--- config.mk ---
export PLATFORM = sky130hd
export DESIGN_NAME = trigger_encoder_select
export DESIGN_NICKNAME = d
export VERILOG_FILES = /design/src/pkg/trig_enc_pkg.sv /design/src/rtl/trigger_encoder_select.sv
export SDC_FILE = /design/constraint.sdc
export NUM_CORES = 1
export LEC_CHECK = 0
export BUFFER_PORTS_ARGS = -buffer_cell sky130_fd_sc_hd__buf_2
export CELL_PAD_IN_SITES_DETAIL_PLACEMENT = 1
export CELL_PAD_IN_SITES_GLOBAL_PLACEMENT = 2
export CORE_MARGIN = 2
export CORE_UTILIZATION = 35
export DETAILED_ROUTE_END_ITERATION = 6
export PLACE_DENSITY = 0.9
export SLEW_MARGIN = 20
export SYNTH_ARGS = -nofsm -noshare
export SYNTH_HDL_FRONTEND = slang
export SYNTH_SLANG_ARGS = --single-unit
--- constraint.sdc ---
create_clock -name mclk -period 3.92 [get_ports mclk]
set_clock_uncertainty 0.1 [all_clocks]
set_input_delay 0.588 -clock mclk [delete_from_list [all_inputs] [get_ports mclk]]
set_output_delay 0.588 -clock mclk [all_outputs]
set_load 0.01 [all_outputs]
--- src/pkg/trig_enc_pkg.sv ---
// constants, types and register layout of the trigger and encoder select block
// Summary of operation
// - trigger source 0 diff, 1 ttl, 2 opto
// - source 3 uses frame valid, own polarity
// - trigger polarity 0 rising, 1 falling
// - soft trigger ORed, never inverted
// - encoder source 0 diff, 1 ttl, 2 opto
// - encoder polarity 0 rising, 1 falling
// - soft encoder ORed, never inverted
// - read live diff, ttl, opto trigger levels
// - read live diff, ttl, opto encoder levels
// - delay trigger by eight times N lines
// - frame end irq mask enables interrupt
// - frame end flag set at window end
// - start-stop mode: set flag on trigger release
// - host write 1 sets flag, 0 clears
// - flag writes need command code 6
// - interrupt only when flag and mask set
// - read live frame valid level
// - sync select 0 none, 1 primary pixel clock
// - select 2 secondary, 3 own camera clock
// - trigger enable gates hardware trigger
// - encoder enable gates hardware encoder
package trig_enc_pkg;
    localparam logic [7:0] TEC_OFFSET = 8'h00;
    localparam logic [7:0] ACQ_OFFSET = 8'h04;
    localparam logic [7:0] CFG_OFFSET = 8'h08;
    localparam logic [31:0] TEC_RESET = 32'h0000_0000;
    localparam logic [31:0] TEC_RW_MASK = 32'hF8FF_C0FF;
    localparam logic [5:0] CFG_RESET = 6'h00;
    localparam int TRIG_SEL_LSB = 0;
    localparam int TRIG_POL_BIT = 2;
    localparam int SOFT_TRIG_BIT = 3;
    localparam int ENC_SEL_LSB = 4;
    localparam int ENC_POL_BIT = 6;
    localparam int SOFT_ENC_BIT = 7;
    localparam int TRIG_LEVEL_LSB = 8;
    localparam int ENC_LEVEL_LSB = 11;
    localparam int DELAY_LSB = 14;
    localparam int DELAY_W = 10;
    localparam int FV_LEVEL_BIT = 26;
    localparam int CAMERA_CONTROL_SYNC_SELECT_LSB = 27;
    localparam int TRIG_EN_BIT = 30;
    localparam int ENC_EN_BIT = 31;
    localparam int IRQ_MASK_BIT = 24;
    localparam int EOF_FLAG_BIT = 25;
    localparam int CMD_LSB = 0;
    localparam int FV_POL_BIT = 4;
    localparam int START_STOP_BIT = 5;
    localparam logic [3:0] CMD_FLAG_WRITE = 4'h6;
    localparam int LINE_STEP_SHIFT = 3;
    localparam int SYNC_STAGES = 2;

    typedef enum logic [1:0] {SRC_DIFF, SRC_TTL, SRC_OPTO, SRC_CAMERA} src_sel_t;
    typedef enum logic [2:0] {CC_UNSYNC, CC_PRIMARY, CC_SECONDARY, CC_OWN} camera_control_sync_select_t;

    typedef struct packed {
        logic opto;
        logic ttl;
        logic diff;
    } io_pins_t;
endpackage

--- src/rtl/trigger_encoder_select.sv ---
// trigger and encoder source select, conditioning, frame end flag and camera control sync
`timescale 1ns/1ps
module trigger_encoder_select #(
    parameter int SYNC_STAGES = trig_enc_pkg::SYNC_STAGES,
    parameter int CC_WIDTH = 4
) (
    input wire logic mclk,
    input wire logic reset,
    input wire logic wb_cyc,
    input wire logic wb_stb,
    input wire logic wb_we,
    input wire logic [7:0] wb_adr,
    input wire logic [3:0] wb_sel,
    input wire logic [31:0] wb_dat_w,
    output logic [31:0] wb_dat_r,
    output logic wb_ack,
    input wire trig_enc_pkg::io_pins_t trigger_pins,
    input wire trig_enc_pkg::io_pins_t encoder_pins,
    input wire logic frame_valid,
    input wire logic primary_pixel_clock,
    input wire logic secondary_pixel_clock,
    input wire logic line_pulse,
    input wire logic vertical_active_window,
    input wire logic [CC_WIDTH-1:0] cc_primary_request,
    input wire logic [CC_WIDTH-1:0] cc_secondary_request,
    output logic trigger_active,
    output logic trigger_pulse,
    output logic encoder_active,
    output logic encoder_pulse,
    output logic frame_end_irq,
    output logic [CC_WIDTH-1:0] camera_control_output_primary,
    output logic [CC_WIDTH-1:0] camera_control_output_secondary
);
    localparam int NPIN = 9;
    localparam int CNT_W = trig_enc_pkg::DELAY_W + trig_enc_pkg::LINE_STEP_SHIFT;

    if (SYNC_STAGES < 2) begin
        $error("SYNC_STAGES must be at least 2");
    end
    if (CC_WIDTH < 1 || CC_WIDTH > 32) begin
        $error("CC_WIDTH must be 1 to 32");
    end

    logic [SYNC_STAGES-1:0][NPIN-1:0] sync_q;
    logic [NPIN-1:0] pins_async;
    logic [NPIN-1:0] pins_s;

    assign pins_async = {secondary_pixel_clock, primary_pixel_clock, frame_valid, encoder_pins, trigger_pins};

    always_ff @(posedge mclk or posedge reset) begin
        if (reset) begin
            sync_q <= '0;
        end else begin
            sync_q <= {sync_q[SYNC_STAGES-2:0], pins_async};
        end
    end

    assign pins_s = sync_q[SYNC_STAGES-1];

    trig_enc_pkg::io_pins_t trig_s;
    trig_enc_pkg::io_pins_t enc_s;
    logic fv_s;
    logic pclk1_s;
    logic pclk2_s;

    assign trig_s = pins_s[2:0];
    assign enc_s = pins_s[5:3];
    assign fv_s = pins_s[6];
    assign pclk1_s = pins_s[7];
    assign pclk2_s = pins_s[8];

    // register state
    logic [31:0] tec_q;
    logic irq_mask_q;
    logic eof_flag_q;
    logic [5:0] cfg_q;
    logic ack_q;
    logic [31:0] dat_r_q;

    trig_enc_pkg::src_sel_t trig_sel;
    trig_enc_pkg::src_sel_t enc_sel;
    trig_enc_pkg::camera_control_sync_select_t cc_sel;
    logic [3:0] cmd_code;

    assign trig_sel = trig_enc_pkg::src_sel_t'(tec_q[trig_enc_pkg::TRIG_SEL_LSB +: 2]);
    assign enc_sel = trig_enc_pkg::src_sel_t'(tec_q[trig_enc_pkg::ENC_SEL_LSB +: 2]);
    assign cc_sel = trig_enc_pkg::camera_control_sync_select_t'(tec_q[trig_enc_pkg::CAMERA_CONTROL_SYNC_SELECT_LSB +: 3]);
    assign cmd_code = cfg_q[trig_enc_pkg::CMD_LSB +: 4];

    // bus decode
    logic req;
    logic wr;
    logic hit_tec;
    logic hit_acq;
    logic hit_cfg;

    assign req = wb_cyc & wb_stb & ~ack_q;
    assign wr = req & wb_we;
    assign hit_tec = (wb_adr == trig_enc_pkg::TEC_OFFSET);
    assign hit_acq = (wb_adr == trig_enc_pkg::ACQ_OFFSET);
    assign hit_cfg = (wb_adr == trig_enc_pkg::CFG_OFFSET);

    function automatic logic [31:0] lane_merge(input logic [31:0] old_v, input logic [31:0] new_v,
                                               input logic [3:0] sel);
        logic [31:0] r;
        r = old_v;
        for (int i = 0; i < 4; i++) begin
            if (sel[i]) begin
                r[i*8 +: 8] = new_v[i*8 +: 8];
            end
        end
        return r;
    endfunction

    always_ff @(posedge mclk or posedge reset) begin
        if (reset) begin
            tec_q <= trig_enc_pkg::TEC_RESET;
        end else if (wr && hit_tec) begin
            tec_q <= lane_merge(tec_q, wb_dat_w, wb_sel) & trig_enc_pkg::TEC_RW_MASK;
        end
    end

    always_ff @(posedge mclk or posedge reset) begin
        if (reset) begin
            irq_mask_q <= 1'b0;
        end else if (wr && hit_acq && wb_sel[3]) begin
            irq_mask_q <= wb_dat_w[trig_enc_pkg::IRQ_MASK_BIT];
        end
    end

    always_ff @(posedge mclk or posedge reset) begin
        if (reset) begin
            cfg_q <= trig_enc_pkg::CFG_RESET;
        end else if (wr && hit_cfg && wb_sel[0]) begin
            cfg_q <= wb_dat_w[5:0];
        end
    end

    // live readback composition
    logic [31:0] tec_read;
    logic [31:0] acq_read;

    always_comb begin
        tec_read = tec_q & trig_enc_pkg::TEC_RW_MASK;
        tec_read[trig_enc_pkg::TRIG_LEVEL_LSB +: 3] = trig_s;
        tec_read[trig_enc_pkg::ENC_LEVEL_LSB +: 3] = enc_s;
        tec_read[trig_enc_pkg::FV_LEVEL_BIT] = fv_s;
        acq_read = 32'h0000_0000;
        acq_read[trig_enc_pkg::IRQ_MASK_BIT] = irq_mask_q;
        acq_read[trig_enc_pkg::EOF_FLAG_BIT] = eof_flag_q;
    end

    always_ff @(posedge mclk or posedge reset) begin
        if (reset) begin
            ack_q <= 1'b0;
            dat_r_q <= 32'h0000_0000;
        end else begin
            ack_q <= req;
            if (req && !wb_we) begin
                if (hit_tec) begin
                    dat_r_q <= tec_read;
                end else if (hit_acq) begin
                    dat_r_q <= acq_read;
                end else if (hit_cfg) begin
                    dat_r_q <= {26'h0, cfg_q};
                end else begin
                    dat_r_q <= 32'h0000_0000;
                end
            end
        end
    end

    // trigger conditioning
    logic trig_raw;
    logic trig_pol;
    logic trig_comb;
    logic trig_lvl_q;
    logic trig_event;
    logic trig_fall;

    always_comb begin
        trig_raw = 1'b0;
        unique case (trig_sel)
            trig_enc_pkg::SRC_DIFF: trig_raw = trig_s.diff;
            trig_enc_pkg::SRC_TTL: trig_raw = trig_s.ttl;
            trig_enc_pkg::SRC_OPTO: trig_raw = trig_s.opto;
            trig_enc_pkg::SRC_CAMERA: trig_raw = fv_s;
        endcase
        trig_pol = (trig_sel == trig_enc_pkg::SRC_CAMERA) ? cfg_q[trig_enc_pkg::FV_POL_BIT]
                                                          : tec_q[trig_enc_pkg::TRIG_POL_BIT];
        trig_comb = (tec_q[trig_enc_pkg::TRIG_EN_BIT] & (trig_raw ^ trig_pol))
                    | tec_q[trig_enc_pkg::SOFT_TRIG_BIT];
    end

    assign trig_event = trig_comb & ~trig_lvl_q;
    assign trig_fall = ~trig_comb & trig_lvl_q;

    // encoder conditioning
    logic enc_raw;
    logic enc_comb;
    logic enc_lvl_q;
    logic enc_pulse_q;

    always_comb begin
        enc_raw = 1'b0;
        // encoder source select, reserved code passes nothing
        unique case (enc_sel)
            trig_enc_pkg::SRC_DIFF: enc_raw = enc_s.diff;
            trig_enc_pkg::SRC_TTL: enc_raw = enc_s.ttl;
            trig_enc_pkg::SRC_OPTO: enc_raw = enc_s.opto;
            trig_enc_pkg::SRC_CAMERA: enc_raw = 1'b0;
        endcase
        enc_comb = (tec_q[trig_enc_pkg::ENC_EN_BIT] & (enc_raw ^ tec_q[trig_enc_pkg::ENC_POL_BIT]))
                   | tec_q[trig_enc_pkg::SOFT_ENC_BIT];
    end

    always_ff @(posedge mclk or posedge reset) begin
        if (reset) begin
            trig_lvl_q <= 1'b0;
            enc_lvl_q <= 1'b0;
            enc_pulse_q <= 1'b0;
        end else begin
            trig_lvl_q <= trig_comb;
            enc_lvl_q <= enc_comb;
            enc_pulse_q <= enc_comb & ~enc_lvl_q;
        end
    end

    // trigger line delay
    logic [CNT_W-1:0] delay_cnt_q;
    logic delay_busy_q;
    logic trig_pulse_q;
    logic [trig_enc_pkg::DELAY_W-1:0] delay_n;

    assign delay_n = tec_q[trig_enc_pkg::DELAY_LSB +: trig_enc_pkg::DELAY_W];

    always_ff @(posedge mclk or posedge reset) begin
        if (reset) begin
            delay_cnt_q <= '0;
            delay_busy_q <= 1'b0;
            trig_pulse_q <= 1'b0;
        end else begin
            trig_pulse_q <= 1'b0;
            if (!delay_busy_q) begin
                if (trig_event) begin
                    if (delay_n == '0) begin
                        trig_pulse_q <= 1'b1;
                    end else begin
                        delay_busy_q <= 1'b1;
                        delay_cnt_q <= {delay_n, 3'b000};
                    end
                end
            end else if (line_pulse) begin
                delay_cnt_q <= delay_cnt_q - 1'b1;
                if (delay_cnt_q == CNT_W'(1)) begin
                    delay_busy_q <= 1'b0;
                    trig_pulse_q <= 1'b1;
                end
            end
        end
    end

    // frame end flag
    logic vaw_q;
    logic vaw_end;
    logic host_flag_wr;
    logic eof_set;
    logic eof_clr;
    logic irq_q;

    // flag writes only under the command code
    assign host_flag_wr = wr & hit_acq & wb_sel[3] & (cmd_code == trig_enc_pkg::CMD_FLAG_WRITE);
    assign vaw_end = vaw_q & ~vertical_active_window;
    assign eof_set = vaw_end | (cfg_q[trig_enc_pkg::START_STOP_BIT] & trig_fall)
                     | (host_flag_wr & wb_dat_w[trig_enc_pkg::EOF_FLAG_BIT]);
    assign eof_clr = host_flag_wr & ~wb_dat_w[trig_enc_pkg::EOF_FLAG_BIT];

    always_ff @(posedge mclk or posedge reset) begin
        if (reset) begin
            vaw_q <= 1'b0;
            eof_flag_q <= 1'b0;
            irq_q <= 1'b0;
        end else begin
            vaw_q <= vertical_active_window;
            if (eof_set) begin
                eof_flag_q <= 1'b1;
            end else if (eof_clr) begin
                eof_flag_q <= 1'b0;
            end
            irq_q <= eof_flag_q & irq_mask_q;
        end
    end

    // camera control output sync
    logic pclk1_q;
    logic pclk2_q;
    logic pclk1_edge;
    logic pclk2_edge;
    logic cc1_load;
    logic cc2_load;
    logic [CC_WIDTH-1:0] cc1_q;
    logic [CC_WIDTH-1:0] cc2_q;

    assign pclk1_edge = pclk1_s & ~pclk1_q;
    assign pclk2_edge = pclk2_s & ~pclk2_q;

    always_comb begin
        // pick the update edge per connector
        case (cc_sel)
            trig_enc_pkg::CC_PRIMARY: begin
                cc1_load = pclk1_edge;
                cc2_load = pclk1_edge;
            end
            trig_enc_pkg::CC_SECONDARY: begin
                cc1_load = pclk2_edge;
                cc2_load = pclk2_edge;
            end
            trig_enc_pkg::CC_OWN: begin
                cc1_load = pclk1_edge;
                cc2_load = pclk2_edge;
            end
            default: begin
                cc1_load = 1'b1;
                cc2_load = 1'b1;
            end
        endcase
    end

    always_ff @(posedge mclk or posedge reset) begin
        if (reset) begin
            pclk1_q <= 1'b0;
            pclk2_q <= 1'b0;
            cc1_q <= '0;
            cc2_q <= '0;
        end else begin
            pclk1_q <= pclk1_s;
            pclk2_q <= pclk2_s;
            if (cc1_load) begin
                cc1_q <= cc_primary_request;
            end
            if (cc2_load) begin
                cc2_q <= cc_secondary_request;
            end
        end
    end

    assign wb_ack = ack_q;
    assign wb_dat_r = dat_r_q;
    assign trigger_active = trig_lvl_q;
    assign trigger_pulse = trig_pulse_q;
    assign encoder_active = enc_lvl_q;
    assign encoder_pulse = enc_pulse_q;
    assign frame_end_irq = irq_q;
    assign camera_control_output_primary = cc1_q;
    assign camera_control_output_secondary = cc2_q;
endmodule

# Word level (Yosys, flattened, before mapping)
# Cells that the tools add are included.
word_totals:
  register_bits: 112
  word_cells: 115
op_classes:
  addsub: 1
  n_eq_ne: 15
  mux: 24
  n_bitwise: 32
  n_reduce_logical: 20
ops:
  columns: ["cell", "count"]
  rows:
  - ["$mux W13", 4]
  - ["$mux W32", 1]
  - ["$mux W26", 1]
  - ["$and A1 B1 Y1", 18]
  - ["$eq A13 B1 Y1 const B", 1]
  - ["$mux W1", 13]
  - ["$sub A13 B1 Y13 const B", 1]
  - ["$logic_not A10 Y1", 1]
  - ["$eq A2 B2 Y1 const B", 4]
  - ["$eq A8 B3 Y1 const B", 1]
  - ["$eq A8 B4 Y1 const B", 1]
  - ["$logic_not A8 Y1", 1]
  - ["$not A1 Y1", 8]
  - ["$pmux W1 S4", 2]
  - ["$reduce_and A2 Y1", 4]
  - ["$eq A3 B2 Y1 const B", 2]
  - ["$logic_and A1 B1 Y1", 6]
  - ["$mux W6", 1]
  - ["$eq A2 B1 Y1 const B", 2]
  - ["$eq A4 B3 Y1 const B", 1]
  - ["$logic_not A2 Y1", 2]
  - ["$ne A2 B2 Y1 const B", 2]
  - ["$or A1 B1 Y1", 4]
  - ["$pmux W1 S2", 2]
  - ["6 further kinds", 9]

# Logic depth before layout (Yosys ltp)
depth:
  ltp_word: 11
  mapped_depth: 7
  depth_no_buf: 6

# Worst setup path before layout
# No wires, ideal clock.
synth_timing:
  path_kind: "input port to flip-flop"
  startpoint: "input wb_adr[1]"
  endpoint: "register cfg_q[0]"
  t_arrival_ns: 1.925
  required_time_ns: 3.695
  path_slack_ns: 1.770
  stages: 4
  cell_sequence: "nor4_1 nand2_1 nor4b_4 mux2_2"
synth_via:
  elab_chain_cells: 3
synth_rtl:
  columns: ["item", "line_no", "rtl"]
  rows:
  - ["start, declared", "trigger_encoder_select.sv:12", "input wire logic [7:0] wb_adr,"]
  - ["$eq A8 B4 Y1", "trigger_encoder_select.sv:101", "assign hit_cfg = (wb_adr == trig_enc_pkg::CFG_OFFSET);"]
  - ["$logic_and A1 B1 Y1 (2 in a row)", "trigger_encoder_select.sv:134", "end else if (wr && hit_cfg && wb_sel[0]) begin"]
  - ["end signal, assigned", "trigger_encoder_select.sv:133", "cfg_q <= trig_enc_pkg::CFG_RESET;"]
  - ["end signal, assigned", "trigger_encoder_select.sv:135", "cfg_q <= wb_dat_w[5:0];"]
  - ["end, declared", "trigger_encoder_select.sv:76", "logic [5:0] cfg_q;"]
# No other way between the ends.
# A chain may end at the register's enable or synchronous reset.

# Final worst setup path
layout_timing:
  startpoint: "register delay_busy_q"
  endpoint: "register delay_cnt_q[10]"
layout_via:
  elab_chain_cells: 2
  elab_cells_between_ends: 5
  cone_classes: "eq/ne (2); mux (1); reduce/logical (2)"
layout_rtl:
  columns: ["item", "line_no", "rtl"]
  rows:
  - ["start, declared", "trigger_encoder_select.sv:231", "logic delay_busy_q;"]
  - ["start signal, assigned", "trigger_encoder_select.sv:240", "delay_busy_q <= 1'b0;"]
  - ["start signal, assigned", "trigger_encoder_select.sv:249", "delay_busy_q <= 1'b1;"]
  - ["start signal, assigned", "trigger_encoder_select.sv:256", "delay_busy_q <= 1'b0;"]
  - ["$ne A2 B2 Y1 (no line) or $reduce_bool A2 Y1 (tied branches)", null, null]
  - ["$reduce_and A3 Y1 (no line)", null, null]
  - ["end signal, assigned", "trigger_encoder_select.sv:250", "delay_cnt_q <= {delay_n, 3'b000};"]
  - ["end signal, assigned", "trigger_encoder_select.sv:254", "delay_cnt_q <= delay_cnt_q - 1'b1;"]
  - ["end, declared", "trigger_encoder_select.sv:230", "logic [CNT_W-1:0] delay_cnt_q;"]
# Parallel ways exist; a longest one is shown, timed or not.

==> results by group <==
Outcome
  • Status: finished clean

Critical path
  • WP data arrival: 2.56 ns
  • Crit path max-delay cell type: dfrtp_1
  • Crit path max fanout: 27
  • Worst EP required: roughly 4.1 ns
  • Worst-path cell chain: nor2_1, nand4_1, nand3_2, mux2_4
  • Kind of critical path: register to register
  • Kind of end point of the critical path: register
  • Crit start category: register
  • CP max stage delay: 0.91 ns

Final layout
  • Nets: 524
  • Fin util: between 40% and 50%
  • ANT cells: 0
  • Layout cells sized above 1: 39.9%
  • Design area: around 5600 um^2
  • Non-Filler Instances: 631
  • Area delta synth->final: 23.5%

Timing
  • Max-slew headroom: 42.6%
  • Final Hold Fails: 0
  • Fmax: 410 MHz
  • Setup Total Neg Slack: 0 ns
  • Tmin final: roughly 2.4 ns
  • Fin. max-slew vios: 0
  • Worst-Margin Slew: 0.862 ns
  • Final Cycle Share: about 62%
  • Unrepaired setup endpoints after global routing: false
  • # setup viols final: 0

Job
  • Max Cap Viol: 0

Place
  • Post-detail-place hpwl: 8040 um
  • Placed Area: 5280 um^2
  • Placed insts: 615
  • RePlAce Congestion: approximately 0.76
  • Port Buf Inserts: 106

Power
  • Pwr dens: 480 nW/um^2
  • Internal power: 1990 uW
  • Leakage: 0.00285 uW
  • P_sw: ~710 uW
  • Clock power frac: 37.1%
  • Sw Ratio: 26.2%
  • VDD IR max: 0.222 mV
  • Sequential power share: 49.9%
  • Gate power share: 13.0%

Drt
  • Drt pass-1 iters: 4
  • DRC viols: 0
  • DRT iter0 DRCs: between 100 and 150
  • Vias after detailed routing: 3169
  • Vias/cell: 5.02
  • Antenna Nets Post-Route: 0
  • Drt total wl: 11200 um
  • DR WL/cell: 17.8 um

Clocking
  • Later-pin clock latency in the skew report: 0.35 ns
  • CTS resizes: 0
  • CTS root buffer: clkbuf_16
  • CTS Buf Count: 9
  • CTS tree: yes
  • Hold_buf cts: 0
  • Clock buffer depth: 2
  • Number of setup buffers added after CTS: 0
  • Clock sinks: approximately 110
  • Htree depth: 3
  • Clk slew on worst S/H paths: 0.07 ns

Hold path
  • Min-Delay Path Class: primary input to register

Logic synthesis
  • Post-synthesis sequential area ratio: between 60% and 70%
  • Unique cell type count in the Yosys netlist: 41
  • Synth Instances: 344
  • XOR/XNOR Fraction of Synth Area: 1.92%
  • Yosys synthesis warning count: 0
  • Largest family of logic cells by synthesized area: multiplexers
  • Post-synthesis compound-gate area fraction: 10.5%
  • Mux cell area share after synthesis: 13.1%
  • Mapped Area: 4550 um^2
  • Syn Nets: 414
  • Synth Area per Inst: between 10 and 15 um^2
  • Synth Register Bits: 112
  • Adder-Cell Fraction of Synth Area: 0.550%
  • Synth Area in Simple Gates: about 10%

Global route
  • GRT overflow: 0
  • First-pass GRT wire length: approximately 18000 um
  • Vias in the first global route: 3515
  • Initial antenna violation count: 0
  • Total Routing Usage GR: 16.6%
  • Largest net degree at the start of global routing: 91

Floorplanning
  • Die area: 13900 um^2
  • Die extent in y: around 120 um
  • Die width: about 120 um
  • Ports: 114
  • Initial Utilization: 35.9%
  • CORE AREA: 12700 um^2
  • Row cnt: 41
[cell usage in the layout (no fill, tap or decap), types with 2 or more instances in the layout]
cell type    n
dfrtp_1    112
buf_2      106
mux2_2      37
a22o_1      25
nor2_1      24
nand2_1     17
inv_1       14
nand3_1     10
xor2_1       9
a21oi_1      9
mux2_4       9
clkbuf_16    9
o21ai_0      7
a222oi_1     6
nor4_1       4
nand4b_1     4
nor3_1       4
buf_4        4
nand2b_1     3
o31ai_1      3
nor2b_1      3
nand3b_1     3
and4b_1      2
a21bo_2      2
a31oi_1      2
mux2i_1      2
a21o_1       2
nand4_1      2
inv_6        2
o21a_1       2
ha_1         2
bufinv_16    2
clkinv_4     2
[critical path, delay by kind of cell, from the launching register on]
kind / cells / cell delay [ns]
multiplexers: 1 / 0.43
flip-flops: 1 / 0.91
AND/OR/NAND/NOR: 3 / 0.87
[kinds of logic after synthesis]
family	count (synthesis)
DFF	112
and+or+nand+nor	84
AOI/OAI and AO/OA	61
muxes	49
xor gates and xnor gates	10
buffers and inverters	26
adders and majority gates	2
[final timing paths]
| path | startpoint | to | slack [ns] | depth (start not counted) |
|---|---|---|---|---|
| hold / removal | trigger_pins[2] | sync_q[2]$_DFF_PP0_ | 0.24 | 1 |
| max in group asynchronous | reset | cfg_q[5]$_DFFE_PP0P_ | 2.71 | 3 |
| min in group asynchronous | reset | sync_q[4]$_DFF_PP0_ | 0.30 | 2 |
| setup reg to reg | delay_busy_q$_DFF_PP0_ | delay_cnt_q[10]$_DFFE_PP0P_ | 1.48 | 4 |
| hold reg to reg | sync_q[7]$_DFF_PP0_ | pins_s[7]$_DFF_PP0_ | 0.25 | 0 |
| setup / recovery | delay_busy_q$_DFF_PP0_ | delay_cnt_q[10]$_DFFE_PP0P_ | 1.48 | 4 |
[power groups by stage]
stage          registers, uW  logic [uW]  clock network [uW]
2_1_floorplan           1340         255                   0
3_3_place_gp            1360         335                   0
3_5_place_dp            1360         352                   0
4_1_cts                 1340         353                1020
5_1_grt                 1360         396                1070
6_report                1350         351                1000
[per-stage QoR]
stage | total power, uW | hold WS (ns) | setup WS (ns)
floorplan | 1590 | 0.231 | 0.273
CTS | 2720 | 0.235 | 1.46
global placement | 1690 | 0.232 | 1.26
finish | 2700 | 0.244 | 1.48
global route | 2820 | 0.230 | 1.34
detailed placement | 1710 | 0.236 | 1.23
[registers in the layout, summed over array words and instances, names as in the netlist]
name,flops
pclk2_q,1
delay_busy_q,1
pclk1_q,1
wb_dat_r,32
irq_mask_q,1
trigger_active,1
delay_cnt_q,13
trigger_pulse,1
pins_s,9
sync_q,9
tec_q,23
camera_control_output_secondary,4
frame_end_irq,1
encoder_active,1
wb_ack,1
encoder_pulse,1
camera_control_output_primary,4
eof_flag_q,1
vaw_q,1
cfg_q,6
[cell type report]
cell class | count | area (um^2)
inverters | 15 | 61.3
clock buffers | 9 | 225
clock inverters | 7 | 103
multi-input cells | 206 | 1650
flip-flops and latches | 112 | 2800
fillers | 1374 | 7050
well taps | 172 | 215
repair buffers | 110 | 561
[per-layer routing]
| metal | share of wire, % | vias to the layer above | global-route usage, % | wire [um] |
|---|---|---|---|---|
| li1 | - | 1461 | - | - |
| met1 | 43 | 1635 | 19.8 | 4840 |
| met2 | 52 | 59 | 30.2 | 5820 |
| met3 | 3.7 | 14 | 3.54 | 421 |
| met4 | 1.4 | 0 | 4.44 | 152 |
| met5 | 0 | - | 0 | 0 |
[cell usage after synthesis (all sizes together)]
cell,instances,area (um^2)
a21oi,9,45.0
a21o,2,15.0
o2bb2ai,1,8.76
nor4,5,31.3
a31oi,2,12.5
a21bo,2,20.0
o21a,2,15.0
inv,15,56.3
nor2,25,93.8
and3b,1,8.76
nand3b,3,22.5
dfrtp,112,2800
a222oi,6,60.1
xnor2,1,8.76
nand3,11,60.1
nor4b,2,38.8
nand4,2,12.5
mux2i,2,20.0
or3,1,6.26
nand4b,4,35.0
or2,1,6.26
mux4,1,22.5
buf,2,15.0
clkbuf,9,33.8
xor2,9,78.8
a22o,25,219
a2111o,1,11.3
nor2b,3,18.8
ha,2,25.0
o31ai,3,22.5
nand2b,3,18.8
nor3,4,20.0
and4b,2,20.0
o21ai,7,35.0
mux2,46,552
a2111oi,1,15.0
nand2,17,63.8
Note: power is estimated with default switching activity, not from simulation.
